### src/hdl/wdr_params.svh
// Purpose: constants for the watchdog and reset supervisor
// Assumes: 125 MHz clock from the always-on oscillator
// Notes:   times in ns; cycle counts derived below
`ifndef WDR_PARAMS_SVH
`define WDR_PARAMS_SVH

// ==========================================================
// clock and time base
`define WDR_CLK_PERIOD_NS 8
`define WDR_TICK_NS 1000000
`define WDR_TICK_CYCLES ((`WDR_TICK_NS) / (`WDR_CLK_PERIOD_NS))

// ==========================================================
// reset pin timing (least times, rounded up)
`define WDR_FILTER_NS 1000
`define WDR_FILTER_CYCLES (((`WDR_FILTER_NS) + (`WDR_CLK_PERIOD_NS) - 1) / (`WDR_CLK_PERIOD_NS))
`define WDR_SHORT_NS 1000000
`define WDR_SHORT_CYCLES (((`WDR_SHORT_NS) + (`WDR_CLK_PERIOD_NS) - 1) / (`WDR_CLK_PERIOD_NS))
`define WDR_LONG_NS 20000000
`define WDR_LONG_CYCLES (((`WDR_LONG_NS) + (`WDR_CLK_PERIOD_NS) - 1) / (`WDR_CLK_PERIOD_NS))

// ==========================================================
// period field
`define WDR_PERIOD_W 3
`define WDR_PERIOD_DEFAULT 3'h4
`define WDR_PERIOD_BASE_MS 11'h008
`define WDR_MS_W 11

`endif

### src/hdl/wdr_pkg.sv
// Purpose: types for the watchdog and reset supervisor
// Assumes: nothing
// Notes:   encodings follow the chip mode code field
package wdr_pkg;

    // ==========================================================
    // chip mode code
    typedef enum logic [1:0]
    {
        MC_STANDBY = 2'h0,
        MC_SLEEP   = 2'h1,
        MC_NORM_A  = 2'h2,
        MC_NORM_B  = 2'h3
    } chip_mode_code_t;

    // ==========================================================
    // watchdog mode
    typedef enum logic [1:0]
    {
        WD_OFF     = 2'b00,
        WD_WINDOW  = 2'b01,
        WD_TIMEOUT = 2'b10
    } wd_mode_t;

    // ==========================================================
    // reset pulse sequencer
    typedef enum logic [1:0]
    {
        RS_IDLE   = 2'b00,
        RS_DRIVE  = 2'b01,
        RS_SETTLE = 2'b10
    } rst_state_t;

    // ==========================================================
    // conditions checked on a sleep request
    typedef struct packed
    {
        logic       irq_out_n;
        logic       wake_pending;
        logic       can_standby_ctrl;
        logic [1:0] wake1_irq_ctrl;
        logic [1:0] wake2_irq_ctrl;
    } sleep_check_t;

endpackage

### src/hdl/watchdog_reset_failsafe_ctrl.sv
// Purpose: watchdog, system reset sources, reset pin, enable and limp outputs
// Assumes: CLK_IN is the always-on oscillator clock; inputs synchronous
// Notes:   Off mode = RESETN_IN low
`timescale 1ns/1ns
`default_nettype none
`include "wdr_params.svh"

module watchdog_reset_failsafe_ctrl
#(
    parameter int TICK_CYCLES  = `WDR_TICK_CYCLES,
    parameter int FILT_CYCLES  = `WDR_FILTER_CYCLES,
    parameter int SHORT_CYCLES = `WDR_SHORT_CYCLES,
    parameter int LONG_CYCLES  = `WDR_LONG_CYCLES
)
(
    input  wire logic                     CLK_IN,
    input  wire logic                     RESETN_IN,
    input  wire logic [1:0]               CHIP_MODE_CODE_IN,
    input  wire logic                     OVERTEMP_IN,
    input  wire logic                     V1_UNDERVOLT_IN,
    input  wire logic                     WD_DISABLE_PIN_IN,
    input  wire logic                     WD_WRITE_IN,
    input  wire logic [`WDR_PERIOD_W-1:0] WD_PERIOD_SEL_IN,
    input  wire logic                     WD_MODE_CTRL_IN,
    input  wire logic                     IRQ_PENDING_IN,
    input  wire logic                     CYCLIC_IRQ_CLR_IN,
    input  wire logic                     SOFT_RESET_BIT_IN,
    input  wire logic                     SLEEP_REQ_IN,
    input  wire wdr_pkg::sleep_check_t    SLEEP_CHECK_IN,
    input  wire logic                     ENABLE_CTRL_WR_IN,
    input  wire logic                     ENABLE_OUT_CTRL_IN,
    input  wire logic                     FALLBACK_WARN_CLR_IN,
    input  wire logic                     FALLBACK_CTRL_CLR_IN,
    input  wire logic                     LONG_PULSE_STRAP_IN,
    input  wire logic                     SYS_RESET_N_PIN_IN,
    output logic                          SYS_RESET_N_PIN_OUT,
    output logic                          SYS_RESET_N_PIN_OE_OUT,
    output logic [`WDR_PERIOD_W-1:0]      WD_PERIOD_SEL_OUT,
    output logic                          WD_MODE_CTRL_OUT,
    output wdr_pkg::wd_mode_t             WD_MODE_OUT,
    output logic                          CYCLIC_IRQ_FLAG_OUT,
    output logic                          ENABLE_OUT,
    output logic                          FALLBACK_WARN_OUT,
    output logic                          FALLBACK_CTRL_OUT,
    output logic                          LIMP_N_OUT,
    output logic                          LIMP_OE_OUT
);

    // ==========================================================
    // elaboration checks
    generate
        if (TICK_CYCLES < 2 || FILT_CYCLES < 1 || SHORT_CYCLES < 1 || LONG_CYCLES < SHORT_CYCLES)
        begin : g_bad
            $error("watchdog_reset_failsafe_ctrl: bad timing parameters");
        end
    endgenerate

    localparam int TW = $clog2(TICK_CYCLES + 1);
    localparam int FW = $clog2(FILT_CYCLES + 1);
    localparam int PW = $clog2(LONG_CYCLES + 1);

    // period code to milliseconds; code 100 gives 128
    function automatic logic [`WDR_MS_W-1:0] period_ms(input logic [`WDR_PERIOD_W-1:0] code);
        period_ms = `WDR_PERIOD_BASE_MS << code;
    endfunction

    // ==========================================================
    // declarations
    logic [TW-1:0]             tick_cnt_q;
    logic                      tick;
    logic [`WDR_MS_W-1:0]      elapsed_q;
    logic [`WDR_MS_W-1:0]      per_ms;
    logic [`WDR_PERIOD_W-1:0]  period_q;
    logic                      wmc_q;
    logic                      ci_q;
    logic                      dis_q;
    logic                      dis_valid_q;
    logic                      uv_q;
    logic                      ot_q;
    logic                      por_q;
    logic                      enc_q;
    logic                      fallback_warn_bit_q;
    logic                      lhc_q;
    logic [FW-1:0]             filt_q;
    logic [PW-1:0]             pulse_q;
    wdr_pkg::rst_state_t       rst_state_q;
    wdr_pkg::wd_mode_t         mode_d;
    wdr_pkg::wd_mode_t         mode_q;
    logic                      normal;
    logic                      standby;
    logic                      irq_any;
    logic                      wmc_change;
    logic                      wmc_accept;
    logic                      ovf;
    logic                      wd_rst;
    logic                      long_cause;
    logic                      ext_rst;
    logic                      sleep_rst;
    logic                      any_rst;
    logic                      ci_set;
    logic                      ot_force;

    assign normal  = CHIP_MODE_CODE_IN[1] && !OVERTEMP_IN;
    assign standby = (CHIP_MODE_CODE_IN == wdr_pkg::MC_STANDBY) && !OVERTEMP_IN;
    assign irq_any = IRQ_PENDING_IN || ci_q;
    assign ot_force = OVERTEMP_IN;

    // ==========================================================
    // mode selection
    always_comb
    begin
        mode_d = wdr_pkg::WD_OFF;
        if (!WD_DISABLE_PIN_IN && !OVERTEMP_IN)
        begin
            if (normal)
                mode_d = wmc_q ? wdr_pkg::WD_TIMEOUT : wdr_pkg::WD_WINDOW;
            else if (standby && !wmc_q)
                mode_d = wdr_pkg::WD_TIMEOUT;
        end
    end

    // ==========================================================
    // ms tick; oscillator never stops
    always_ff @(posedge CLK_IN or negedge RESETN_IN)
    begin
        if (!RESETN_IN)
            tick_cnt_q <= '0;
        else if (tick)
            tick_cnt_q <= '0;
        else
            tick_cnt_q <= tick_cnt_q + TW'(1);
    end
    assign tick = (tick_cnt_q == TW'(TICK_CYCLES - 1));

    // ==========================================================
    // watchdog events
    assign per_ms     = period_ms(period_q);
    assign wmc_change = WD_WRITE_IN && (WD_MODE_CTRL_IN != wmc_q);
    assign wmc_accept = !(standby && irq_any);
    assign ovf        = (mode_d != wdr_pkg::WD_OFF) && tick && (elapsed_q + `WDR_MS_W'(1) >= per_ms);
    assign ci_set     = (mode_d == wdr_pkg::WD_TIMEOUT) && ovf && !ci_q;

    always_comb
    begin
        wd_rst = 1'b0;
        if (mode_d == wdr_pkg::WD_WINDOW && WD_WRITE_IN && elapsed_q < (per_ms >> 1))
            wd_rst = 1'b1;
        if (mode_d == wdr_pkg::WD_WINDOW && ovf && !WD_WRITE_IN)
            wd_rst = 1'b1;
        if (mode_d == wdr_pkg::WD_TIMEOUT && ovf && ci_q && !WD_WRITE_IN)
            wd_rst = 1'b1;
        if (dis_valid_q && (dis_q != WD_DISABLE_PIN_IN) && (normal || standby))
            wd_rst = 1'b1;
        if (normal && wmc_change)
            wd_rst = 1'b1;
    end

    // ==========================================================
    // other reset sources
    assign sleep_rst = SLEEP_REQ_IN && (CHIP_MODE_CODE_IN == wdr_pkg::MC_SLEEP)
                     && (!SLEEP_CHECK_IN.irq_out_n || SLEEP_CHECK_IN.wake_pending
                     || (!SLEEP_CHECK_IN.can_standby_ctrl && SLEEP_CHECK_IN.wake1_irq_ctrl == 2'h0
                     && SLEEP_CHECK_IN.wake2_irq_ctrl == 2'h0));
    assign long_cause = (V1_UNDERVOLT_IN && !uv_q) || (ot_q && !OVERTEMP_IN) || por_q;
    assign ext_rst    = (filt_q == FW'(FILT_CYCLES));
    assign any_rst    = (rst_state_q == wdr_pkg::RS_IDLE)
                      && (wd_rst || sleep_rst || long_cause || ext_rst || SOFT_RESET_BIT_IN);

    // ==========================================================
    // watchdog timer
    always_ff @(posedge CLK_IN or negedge RESETN_IN)
    begin
        if (!RESETN_IN)
            elapsed_q <= '0;
        else if (mode_d == wdr_pkg::WD_OFF || rst_state_q != wdr_pkg::RS_IDLE)
            elapsed_q <= '0;
        else if (WD_WRITE_IN)
            elapsed_q <= '0;
        else if (ci_set)
            elapsed_q <= '0;
        else if (tick)
            elapsed_q <= elapsed_q + `WDR_MS_W'(1);
    end

    // ==========================================================
    // period field and mode-control bit
    always_ff @(posedge CLK_IN or negedge RESETN_IN)
    begin
        if (!RESETN_IN)
            period_q <= `WDR_PERIOD_DEFAULT;
        else if (wd_rst && rst_state_q == wdr_pkg::RS_IDLE)
            period_q <= `WDR_PERIOD_DEFAULT;
        else if (WD_WRITE_IN)
            period_q <= WD_PERIOD_SEL_IN;
    end

    always_ff @(posedge CLK_IN or negedge RESETN_IN)
    begin
        if (!RESETN_IN)
            wmc_q <= 1'b0;
        else if (wmc_change && wmc_accept)
            wmc_q <= WD_MODE_CTRL_IN;
        else if (standby && wmc_q && irq_any)
            wmc_q <= 1'b0;
    end

    // ==========================================================
    // cyclic flag; set beats clear
    always_ff @(posedge CLK_IN or negedge RESETN_IN)
    begin
        if (!RESETN_IN)
            ci_q <= 1'b0;
        else if (ci_set)
            ci_q <= 1'b1;
        else if (CYCLIC_IRQ_CLR_IN)
            ci_q <= 1'b0;
    end

    // ==========================================================
    // edge history
    always_ff @(posedge CLK_IN or negedge RESETN_IN)
    begin
        if (!RESETN_IN)
        begin
            dis_q       <= 1'b0;
            dis_valid_q <= 1'b0;
            uv_q        <= 1'b0;
            ot_q        <= 1'b0;
        end
        else
        begin
            dis_q       <= WD_DISABLE_PIN_IN;
            dis_valid_q <= 1'b1;
            uv_q        <= V1_UNDERVOLT_IN;
            ot_q        <= OVERTEMP_IN;
        end
    end

    // release of block reset = leaving Off
    always_ff @(posedge CLK_IN or negedge RESETN_IN)
    begin
        if (!RESETN_IN)
            por_q <= 1'b1;
        else if (rst_state_q == wdr_pkg::RS_IDLE)
            por_q <= 1'b0;
    end

    // ==========================================================
    // external reset filter; blind while busy
    always_ff @(posedge CLK_IN or negedge RESETN_IN)
    begin
        if (!RESETN_IN)
            filt_q <= '0;
        else if (rst_state_q != wdr_pkg::RS_IDLE || SYS_RESET_N_PIN_IN || ext_rst)
            filt_q <= '0;
        else
            filt_q <= filt_q + FW'(1);
    end

    // ==========================================================
    // reset pulse sequencer
    always_ff @(posedge CLK_IN or negedge RESETN_IN)
    begin
        if (!RESETN_IN)
        begin
            rst_state_q <= wdr_pkg::RS_IDLE;
            pulse_q     <= '0;
        end
        else
        begin
            case (rst_state_q)
                wdr_pkg::RS_IDLE:
                begin
                    if (any_rst && ext_rst)
                        rst_state_q <= wdr_pkg::RS_SETTLE;
                    else if (any_rst)
                    begin
                        rst_state_q <= wdr_pkg::RS_DRIVE;
                        pulse_q <= (long_cause && LONG_PULSE_STRAP_IN) ? PW'(LONG_CYCLES - 1)
                                                                       : PW'(SHORT_CYCLES - 1);
                    end
                end
                wdr_pkg::RS_DRIVE:
                begin
                    if (pulse_q == '0)
                        rst_state_q <= wdr_pkg::RS_SETTLE;
                    else
                        pulse_q <= pulse_q - PW'(1);
                end
                wdr_pkg::RS_SETTLE:
                begin
                    // slow pull-up or host may hold pin low
                    if (SYS_RESET_N_PIN_IN)
                        rst_state_q <= wdr_pkg::RS_IDLE;
                end
                default:
                    rst_state_q <= wdr_pkg::RS_IDLE;
            endcase
        end
    end

    // ==========================================================
    // enable control bit
    always_ff @(posedge CLK_IN or negedge RESETN_IN)
    begin
        if (!RESETN_IN)
            enc_q <= 1'b0;
        else if (any_rst)
            enc_q <= 1'b0;
        else if (ENABLE_CTRL_WR_IN)
            enc_q <= ENABLE_OUT_CTRL_IN;
    end

    // ==========================================================
    // limp warning and control; set beats clear
    always_ff @(posedge CLK_IN or negedge RESETN_IN)
    begin
        if (!RESETN_IN)
            fallback_warn_bit_q <= 1'b0;
        else if (any_rst)
            fallback_warn_bit_q <= 1'b1;
        else if (FALLBACK_WARN_CLR_IN)
            fallback_warn_bit_q <= 1'b0;
    end

    always_ff @(posedge CLK_IN or negedge RESETN_IN)
    begin
        if (!RESETN_IN)
            lhc_q <= 1'b0;
        else if ((any_rst && fallback_warn_bit_q) || ot_force)
            lhc_q <= 1'b1;
        else if (FALLBACK_CTRL_CLR_IN)
            lhc_q <= 1'b0;
    end

    // ==========================================================
    // registered outputs
    always_ff @(posedge CLK_IN or negedge RESETN_IN)
    begin
        if (!RESETN_IN)
        begin
            mode_q                 <= wdr_pkg::WD_OFF;
            SYS_RESET_N_PIN_OUT    <= 1'b0;
            SYS_RESET_N_PIN_OE_OUT <= 1'b1;
            ENABLE_OUT             <= 1'b0;
            LIMP_N_OUT             <= 1'b1;
            LIMP_OE_OUT            <= 1'b0;
        end
        else
        begin
            mode_q                 <= mode_d;
            SYS_RESET_N_PIN_OUT    <= 1'b0;
            SYS_RESET_N_PIN_OE_OUT <= (rst_state_q == wdr_pkg::RS_DRIVE) && !(pulse_q == '0);
            ENABLE_OUT             <= enc_q && normal && !any_rst
                                      && (rst_state_q == wdr_pkg::RS_IDLE);
            LIMP_N_OUT             <= !lhc_q;
            LIMP_OE_OUT            <= lhc_q;
        end
    end

    assign WD_PERIOD_SEL_OUT   = period_q;
    assign WD_MODE_CTRL_OUT    = wmc_q;
    assign WD_MODE_OUT         = mode_q;
    assign CYCLIC_IRQ_FLAG_OUT = ci_q;
    assign FALLBACK_WARN_OUT   = fallback_warn_bit_q;
    assign FALLBACK_CTRL_OUT   = lhc_q;

endmodule

`default_nettype wire

### config.mk
export PLATFORM = sky130hd
export DESIGN_NAME = watchdog_reset_failsafe_ctrl
export DESIGN_NICKNAME = d
export VERILOG_FILES = /design/src/hdl/wdr_pkg.sv /design/src/hdl/watchdog_reset_failsafe_ctrl.sv
export VERILOG_INCLUDE_DIRS = /design/src /design/src/hdl
export SDC_FILE = /design/constraint.sdc
export NUM_CORES = 1
export LEC_CHECK = 0
export BUFFER_PORTS_ARGS = -buffer_cell sky130_fd_sc_hd__buf_2
export CAP_MARGIN = 30
export CORE_ASPECT_RATIO = 1.75
export CORE_MARGIN = 2
export CORE_UTILIZATION = 45
export DETAILED_ROUTE_END_ITERATION = 16
export GPL_TIMING_DRIVEN = 0
export PLACE_DENSITY = 0.72
export SLEW_MARGIN = 20
export SYNTH_ARGS = -nofsm -noshare
export SYNTH_HDL_FRONTEND = slang
export SYNTH_SLANG_ARGS = --single-unit
### constraint.sdc
create_clock -name CLK_IN -period 5.35 [get_ports CLK_IN]
set_input_delay 0.535 -clock CLK_IN [delete_from_list [all_inputs] [get_ports CLK_IN]]
set_output_delay 0.535 -clock CLK_IN [all_outputs]
set_load 0.02 [all_outputs]
==> impl_metrics.py, run 1 <==
metrics = {
    "timing": {
        "max_freq_ghz": 0.2744,
        "tightest_slew_ns": 0.6945,
        "rsz0062_at_grt": "no",
        "maxSlewHeadroom_pct": 53.27,
        "finalMaxSlewViolations": 0,
        "hold_viol": 0,
        "finalCriticalPeriod_ns": 3.644,
        "finalWorstSetupSlack_ns": 1.706,
        "clock_skew_ns": 0.006870,
        "finalSetupViolCount": 0,
        "min_period_over_period_pct": 68.12,
        "fin_tns_setup_ns": 0,
    },
    "worst_setup_path": {
        "start_kind": "flop",
        "end_kind": "flop",
        "cp.arrival_ns": 3.87,
        "critPathKind": "flop to flop",
        "cp.required_ns": 5.58,
        "worst-path-max-fanout": 8,
    },
    "detailed_routing": {
        "routedWlPerCell_um": 16.41,
        "drt_iter0_drc": 167,
        "wl_mm": 10.85,
        "ant_nets": 0,
        "vias": 3809,
        "viasPerCell": 5.762,
        "firstDrtPassIters": 4,
        "drt_drc_violations_left": 0,
    },
    "floorplan": {
        "rows": 48,
        "core_area_sq_mm": 0.009910,
        "start_util_pct": 46.40,
        "die_area_sq_mm": 0.01107,
        "die_h_um": 137.7,
        "ios": 43,
        "die_x_um": 80.41,
    },
    "logic_synthesis": {
        "synth-seq-area-share_pct": 42.56,
        "avgSynthCellArea_sq_um": 9.599,
        "synth_edf_count": 0,
        "synth_area_leader_cell": "dfrtp_1",
        "synth_seq_cells": 78,
        "synth_top_cells_by_area": "dfrtp_1, ha_1, xor2_1, xnor2_1, nor2_1",
        "postSynth.asyncResetShare_pct": 100.0,
        "ys_warn_count": 0,
        "syn_nets": 530,
        "postSynthCellCount": 479,
        "synth_flop_cell": "dfrtp_1",
        "synth_top_area_share_pct": 40.27,
        "synth_area_sq_mm": 0.004598,
        "ys_types": 68,
    },
    "global_routing": {
        "grtUsageTotal_pct": 21.45,
        "grt_pass1_vias": 3936,
        "grt_antenna_before_repair": 0,
        "gr-total-overflow": 0,
        "grt_max_degree": 58,
        "grt_pass1_wl_mm": 18.26,
    },
    "cts": {
        "root_buffer": "clkbuf_16",
        "h-tree-depth": 3,
        "numCtsBuffers": 9,
        "cts_setup_buffers": 0,
        "clockBufferDepth": 2,
        "insertion_delay_ns": 0.34,
        "cts_tree": "yes",
        "cts_resized": 0,
        "clkTransAtPathRegs_ns": 0.06,
        "ctsHoldBuffers": 0,
        "clock_sinks": 78,
    },
    "layout": {
        "layout-drive-gt1-share_pct": 15.49,
        "final_common_cell": "dfrtp_1",
        "mostFrequentLayoutCells": "dfrtp_1, nor2_1, buf_2, nand2_1, nor3_1",
        "area_growth_pct": 15.29,
        "layout.nets": 582,
        "fill_cells": 919,
        "antennaDiodeCount": 0,
    },
    "pwr": {
        "p_seq_share_pct": 37.0,
        "p_leak_nw": 2.299,
        "swShare_pct": 36.76,
        "power_density_mw_per_mm2": 405.6,
        "comb_power_share_pct": 32.6,
        "power.switching_mw": 0.7904,
        "internal_power_mw": 1.360,
        "clock_power_share_pct": 30.3,
        "ir_worst_vdd_uv": 221.8,
    },
    "hold_path": {
        "hold_path_class": "input port to asynchronous set/reset pin",
    },
    "placed_design": {
        "gp_congestion": 0.8894,
        "place_ws_ns": 1.735,
        "port_buffers": 39,
        "dp_hpwl_mm": 8.171,
    },
    "outcome": {
        "status": "finished, final reports clean",
    },
    "flow_run": {
        "max_cap_violations": 0,
    },
}
[critical path, cell delays in order, from the launching register on]
cell and delay, ns:
dfrtp_1 0.42, ha_1 0.24, nand3_1 0.16, nor2_1 0.43, nand3_1 0.15, xnor2_1 0.15, ha_1 0.21, a21o_1 0.16
a211o_1 0.29, o311ai_1 0.48, o211a_2 0.41, nor3_2 0.10, a221o_1 0.31
[power groups by stage]
| stage | Combinational [mW] | Sequential, mW | Clock (mW) |
|---|---|---|---|
| 6_report | 0.702 | 0.797 | 0.652 |
| 4_1_cts | 0.701 | 0.793 | 0.667 |
| 2_1_floorplan | 0.486 | 0.802 | 0 |
| 3_3_place_gp | 0.671 | 0.795 | 0 |
| 3_5_place_dp | 0.695 | 0.801 | 0 |
| 5_1_grt | 0.776 | 0.811 | 0.690 |
[layer usage]
metal	track usage, %	up-vias	part of all wire (%)
li1	-	1834	-
met1	22.99	1849	38
met2	39.40	97	55
met3	3.866	29	3.6
met4	10.83	0	3.5
met5	0	-	0
[final timing paths]
kind	start	endpoint	slack, ns	depth (start not counted)
min in group CLK_IN	V1_UNDERVOLT_IN	uv_q	0.30	1
worst min-delay path	RESETN_IN	WD_PERIOD_SEL_OUT[0]	0.09	1
worst max-delay path	elapsed_q[0]	FALLBACK_CTRL_OUT	1.71	12
worst min register to register	FALLBACK_CTRL_OUT	LIMP_OE_OUT	0.42	0
worst max register to register	elapsed_q[0]	FALLBACK_CTRL_OUT	1.71	12
max in group asynchronous	RESETN_IN	SYS_RESET_N_PIN_OE_OUT	4.64	2
[per-stage QoR]
stage | power (mW) | instances | cell area (sq um) | util, % | hold WS, ns
3_3_place_gp | 1.466 | 643 | 4950 | 49.95 | 0.4092
5_1_grt | 2.277 | 661 | 5301 | 53.50 | 0.1061
6_report | 2.150 | 661 | 5301 | 53.50 | 0.09027
4_1_cts | 2.161 | 661 | 5301 | 53.50 | 0.09556
3_5_place_dp | 1.496 | 645 | 4985 | 50.30 | 0.4119
2_1_floorplan | 1.288 | 479 | 4598 | - | 0.2394
[state kept, by name, summed over array words and instances (netlist names), 2 cells and up]
register,flops
tick_cnt_q,17
elapsed_q,11
WD_PERIOD_SEL_OUT,3
pulse_q,22
filt_q,7
rst_state_q,2
WD_MODE_OUT,2
[cell usage after synthesis (9+ instances only)]
| master | number |
|---|---|
| dfrtp_1 | 74 |
| nor2_1 | 43 |
| nand2_1 | 30 |
| nor3_1 | 30 |
| nand3_1 | 25 |
| ha_1 | 22 |
| xor2_1 | 22 |
| xnor2_1 | 20 |
| clkbuf_1 | 19 |
| inv_1 | 17 |
| o21ai_0 | 16 |
| o211ai_1 | 12 |
| nand4_1 | 9 |
| nor2b_1 | 9 |
[final cells by class]
type / instances / area [sq um] / area share [%]
multi-input cells: 356 / 2444 / 46.09
repair buffers: 41 / 230.2 / 4.343
clock buffers: 10 / 229.0 / 4.319
clock inverters: 6 / 87.58 / 1.652
inverters: 19 / 73.82 / 1.392
well taps: 125 / 156.4 / 2.950
plain buffers: 26 / 123.9 / 2.337
flip-flops and latches: 78 / 1957 / 36.91
[cell families (layout without fill, tap and decap cells)]
kind of cell             after synthesis  in the layout  share of synthesized area (%)
multiplexers                           6              6                          1.306
XOR/XNOR                              42             42                          8.000
flip-flops                            78             78                          42.56
other                                  2              2                         0.1633
buffers and inverters                 45            102                          4.299
adder cells (fa/ha/maj)               22             22                          5.986
AO/OA/AOI/OAI                         90             90                          14.80
AND/OR/NAND/NOR                      194            194                          22.88
Note: power is estimated with default switching activity, not from simulation.
==> inputs of run 2 (changes only) <==
- ABC_AREA: unset -> 1
- PLACE_DENSITY: 0.72 -> 0.75
- clock period: 5.35 -> 2.95 ns (I/O delays scaled with it)
==> run 2 against run 1 <==
Against the previous run:
- the flow now finishes with violations (negative setup slack)
- maximum frequency grew 21%
- clock-buffer cell count grew 1
- worst setup slack got worse by 1.8 ns
- final cell count increased by 25%
- power rose by 86%
- sequential power grew 79%
- sequential share of layout area decreased by 2.8 points
- synthesized area up 2.6%
- clock power rose by 84%
- register-to-register slack worse by 1.8 ns
- combinational power rose by 94%
- clock skew fell by 0.0025 ns
- highest routed layer unchanged
==> impl_metrics.py, run 2 <==
metrics = {
    "detailed_routing": {
        "drt_iter0_drc": 256,
        "viasPerCell": 5.421,
        "vias": 4467,
        "ant_nets": 0,
        "firstDrtPassIters": 5,
        "routedWlPerCell_um": 14.60,
        "wl_mm": 12.03,
        "drt_drc_violations_left": 0,
    },
    "cts": {
        "clkTransAtPathRegs_ns": 0.06,
        "clockBufferDepth": 2,
        "cts_tree": "yes",
        "insertion_delay_ns": 0.33,
        "h-tree-depth": 3,
        "root_buffer": "clkbuf_16",
        "numCtsBuffers": 9,
        "clock_sinks": 78,
    },
    "global_routing": {
        "grt_pass1_vias": 4475,
        "met3_usage_pct": 4.475,
        "grt_max_degree": 58,
        "top_usage_layer": "met2",
        "grt_use_met2_pct": 39.95,
        "grt_antenna_before_repair": 0,
        "grtUsageTotal_pct": 22.19,
        "grt_pass1_wl_mm": 19.98,
        "use_met1_pct": 23.83,
        "gr-total-overflow": 0,
    },
    "layout": {
        "layout-drive-gt1-share_pct": 20.52,
        "mostFrequentLayoutCells": "nand2_1, inv_1, nor2_1, dfrtp_1, nand4_1",
        "antennaDiodeCount": 0,
        "layout.nets": 744,
        "top_regs": "pulse_q: 22 flops, tick_cnt_q: 17 flops, elapsed_q: 11 flops",
        "fill_cells": 923,
        "final_common_cell": "nand2_1",
        "largest_register": "pulse_q",
        "post-route-util_pct": 56.13,
        "final_cell_area_sq_mm": 0.005747,
        "largest_reg_flops": 22,
        "stdcell_count": 824,
        "area_growth_pct": 21.86,
    },
    "logic_synthesis": {
        "synth-seq-area-share_pct": 41.50,
        "synth_seq_cells": 78,
        "avgSynthCellArea_sq_um": 7.594,
        "yosysMostFrequentCell": "nand2_1",
        "synthTopCellsByCount": "nand2_1, inv_1, nor2_1",
        "ys_types": 40,
        "syn_nets": 672,
        "synth_area_leader_cell": "dfrtp_1",
        "synth_top_area_share_pct": 39.27,
        "synth_flop_cell": "dfrtp_1",
        "synth_area_sq_mm": 0.004716,
        "postSynth.asyncResetShare_pct": 100.0,
        "synth_top_cells_by_area": "dfrtp_1, nand2_1, inv_1, nor2_1, ha_1",
        "synth_edf_count": 0,
        "postSynthCellCount": 621,
        "ys_warn_count": 0,
    },
    "worst_setup_path": {
        "cp.required_ns": 3.22,
        "cp.arrival_ns": 3.27,
        "end_kind": "flop",
        "critPathKind": "flop to flop",
        "r2r_end": "pulse_q[8]",
        "reg2regPathDepth": 19,
        "worst-path-max-fanout": 6,
        "start_kind": "flop",
        "r2r_setup_slack_ns": -0.05,
        "r2r-start": "elapsed_q[1]",
    },
    "timing": {
        "rsz0062_at_grt": "yes",
        "hold_viol": 0,
        "min_period_over_period_pct": 101.8,
        "finalMaxSlewViolations": 0,
        "finalCriticalPeriod_ns": 3.004,
        "maxSlewHeadroom_pct": 61.61,
        "fin_tns_setup_ns": -1.061,
        "fin_hold_ws_ns": 0.08134,
        "max_freq_ghz": 0.3329,
        "finalSetupViolCount": 29,
        "tightest_slew_ns": 0.5737,
        "clock_skew_ns": 0.004398,
        "finalWorstSetupSlack_ns": -0.05359,
    },
    "placed_design": {
        "gp_congestion": 0.8341,
        "placed_area_sq_mm": 0.005110,
        "dp.cells": 790,
        "place_ws_ns": -0.1429,
        "port_buffers": 41,
        "dp_hpwl_mm": 8.716,
    },
    "outcome": {
        "violations": "negative setup slack",
        "status": "complete, but fails checks",
    },
    "floorplan": {
        "die_h_um": 139.4,
        "ios": 43,
        "die_area_sq_mm": 0.01135,
        "rows": 49,
        "die_x_um": 81.39,
        "core_area_sq_mm": 0.01024,
        "start_util_pct": 46.06,
    },
    "hold_path": {
        "min-delay-start": "V1_UNDERVOLT_IN",
        "min_to": "uv_q",
        "hold_depth": 1,
        "hold_path_class": "input port to flop",
    },
    "flow_run": {
        "max_cap_violations": 0,
    },
    "pwr": {
        "power_density_mw_per_mm2": 695.7,
        "total_power_mw": 3.998,
        "ir_worst_vdd_uv": 325.9,
        "p_leak_nw": 2.874,
    },
}
[run 2: changes by cell type after synthesis, moves of 11 or more]
cell	previous run	this run
a21oi_1	4	26
inv_1	17	80
xnor2_1	20	5
nand2_1	30	135
clkbuf_1	19	8
nand4_1	9	43
o21ai_0	16	34
nor3_1	30	15
nor2_1	43	79
[run 2: final cells by class]
type / instances / area (sq um) / share of cell area (%)
buffer: 15 / 103.9 / 1.807
clock buffer: 11 / 252.7 / 4.398
clock inverter: 4 / 70.07 / 1.219
inverter: 83 / 311.5 / 5.421
multi-input combinational: 445 / 2501 / 43.52
sequential: 78 / 1961 / 34.12
tap: 127 / 158.9 / 2.765
timing repair buffer: 61 / 387.9 / 6.749
[run 2: timing repair]
| action | 4_1_cts | 5_1_grt |
|---|---|---|
| pin swaps | 16 | 15 |
| hold buffers | 1 | 0 |
| setup endpoints to repair | 35 | 43 |
| setup buffers | 11 | 5 |
| cloned | 2 | 0 |
| gates resized for setup | 26 | 34 |
| endpoints found under the hold margin | 21 | 0 |
[run 2: worst max-delay path, cell delays in order, from the launching register on]
cell and delay [ns]:
dfrtp_2 0.38, buf_4 0.13, ha_4 0.14, nand4_1 0.12
nor2_2 0.16, nand4_1 0.16, xor2_2 0.26, inv_2 0.07
ha_4 0.23, a21o_1 0.18, nor2_2 0.12, nand3_2 0.11
nand2_1 0.08, nand2_1 0.06, nand3_2 0.10, nand4_4 0.17
nand3_4 0.19, buf_6 0.16, nand2_1 0.05, nand2_1 0.05
[run 2: cell families (layout without fill, tap and decap cells)]
kind of cell | count (synthesis) | count (layout) | synth area share [%]
other | 2 | 2 | 0.1593
flip-flops | 78 | 78 | 41.50
XOR/XNOR | 19 | 19 | 3.529
AO/OA/AOI/OAI | 77 | 77 | 9.100
AND/OR/NAND/NOR | 324 | 324 | 31.25
adder cells (fa/ha/maj) | 22 | 22 | 5.837
buffers and inverters | 98 | 174 | 8.411
multiplexers | 1 | 1 | 0.2123
[run 2: worst max path at each step]
stage,from,to,slack [ns],cells past startpoint
2_1_floorplan,elapsed_q[2],pulse_q[5],0.34,21
3_3_place_gp,elapsed_q[2],elapsed_q[4],-0.11,17
3_5_place_dp,elapsed_q[2],elapsed_q[10],-0.14,17
4_1_cts,elapsed_q[0],pulse_q[9],-0.02,21
5_1_grt,elapsed_q[0],pulse_q[13],-0.28,23
6_report,elapsed_q[1],pulse_q[8],-0.05,19
[run 2: power by group]
part           switching [mW]  total, mW  internal, mW  leakage, nW
combinational           0.862       1.36         0.501         1.72
sequential              0.181       1.43          1.25        0.991
clock                   0.425       1.20         0.779        0.161
[run 2: per-layer routing]
layer	vias up	wire length (um)	share of wire, %
met5	-	0	0
li1	2177	-	-
met3	41	434	3.6
met2	120	6773	56
met1	2129	4410	37
met4	0	415	3.4
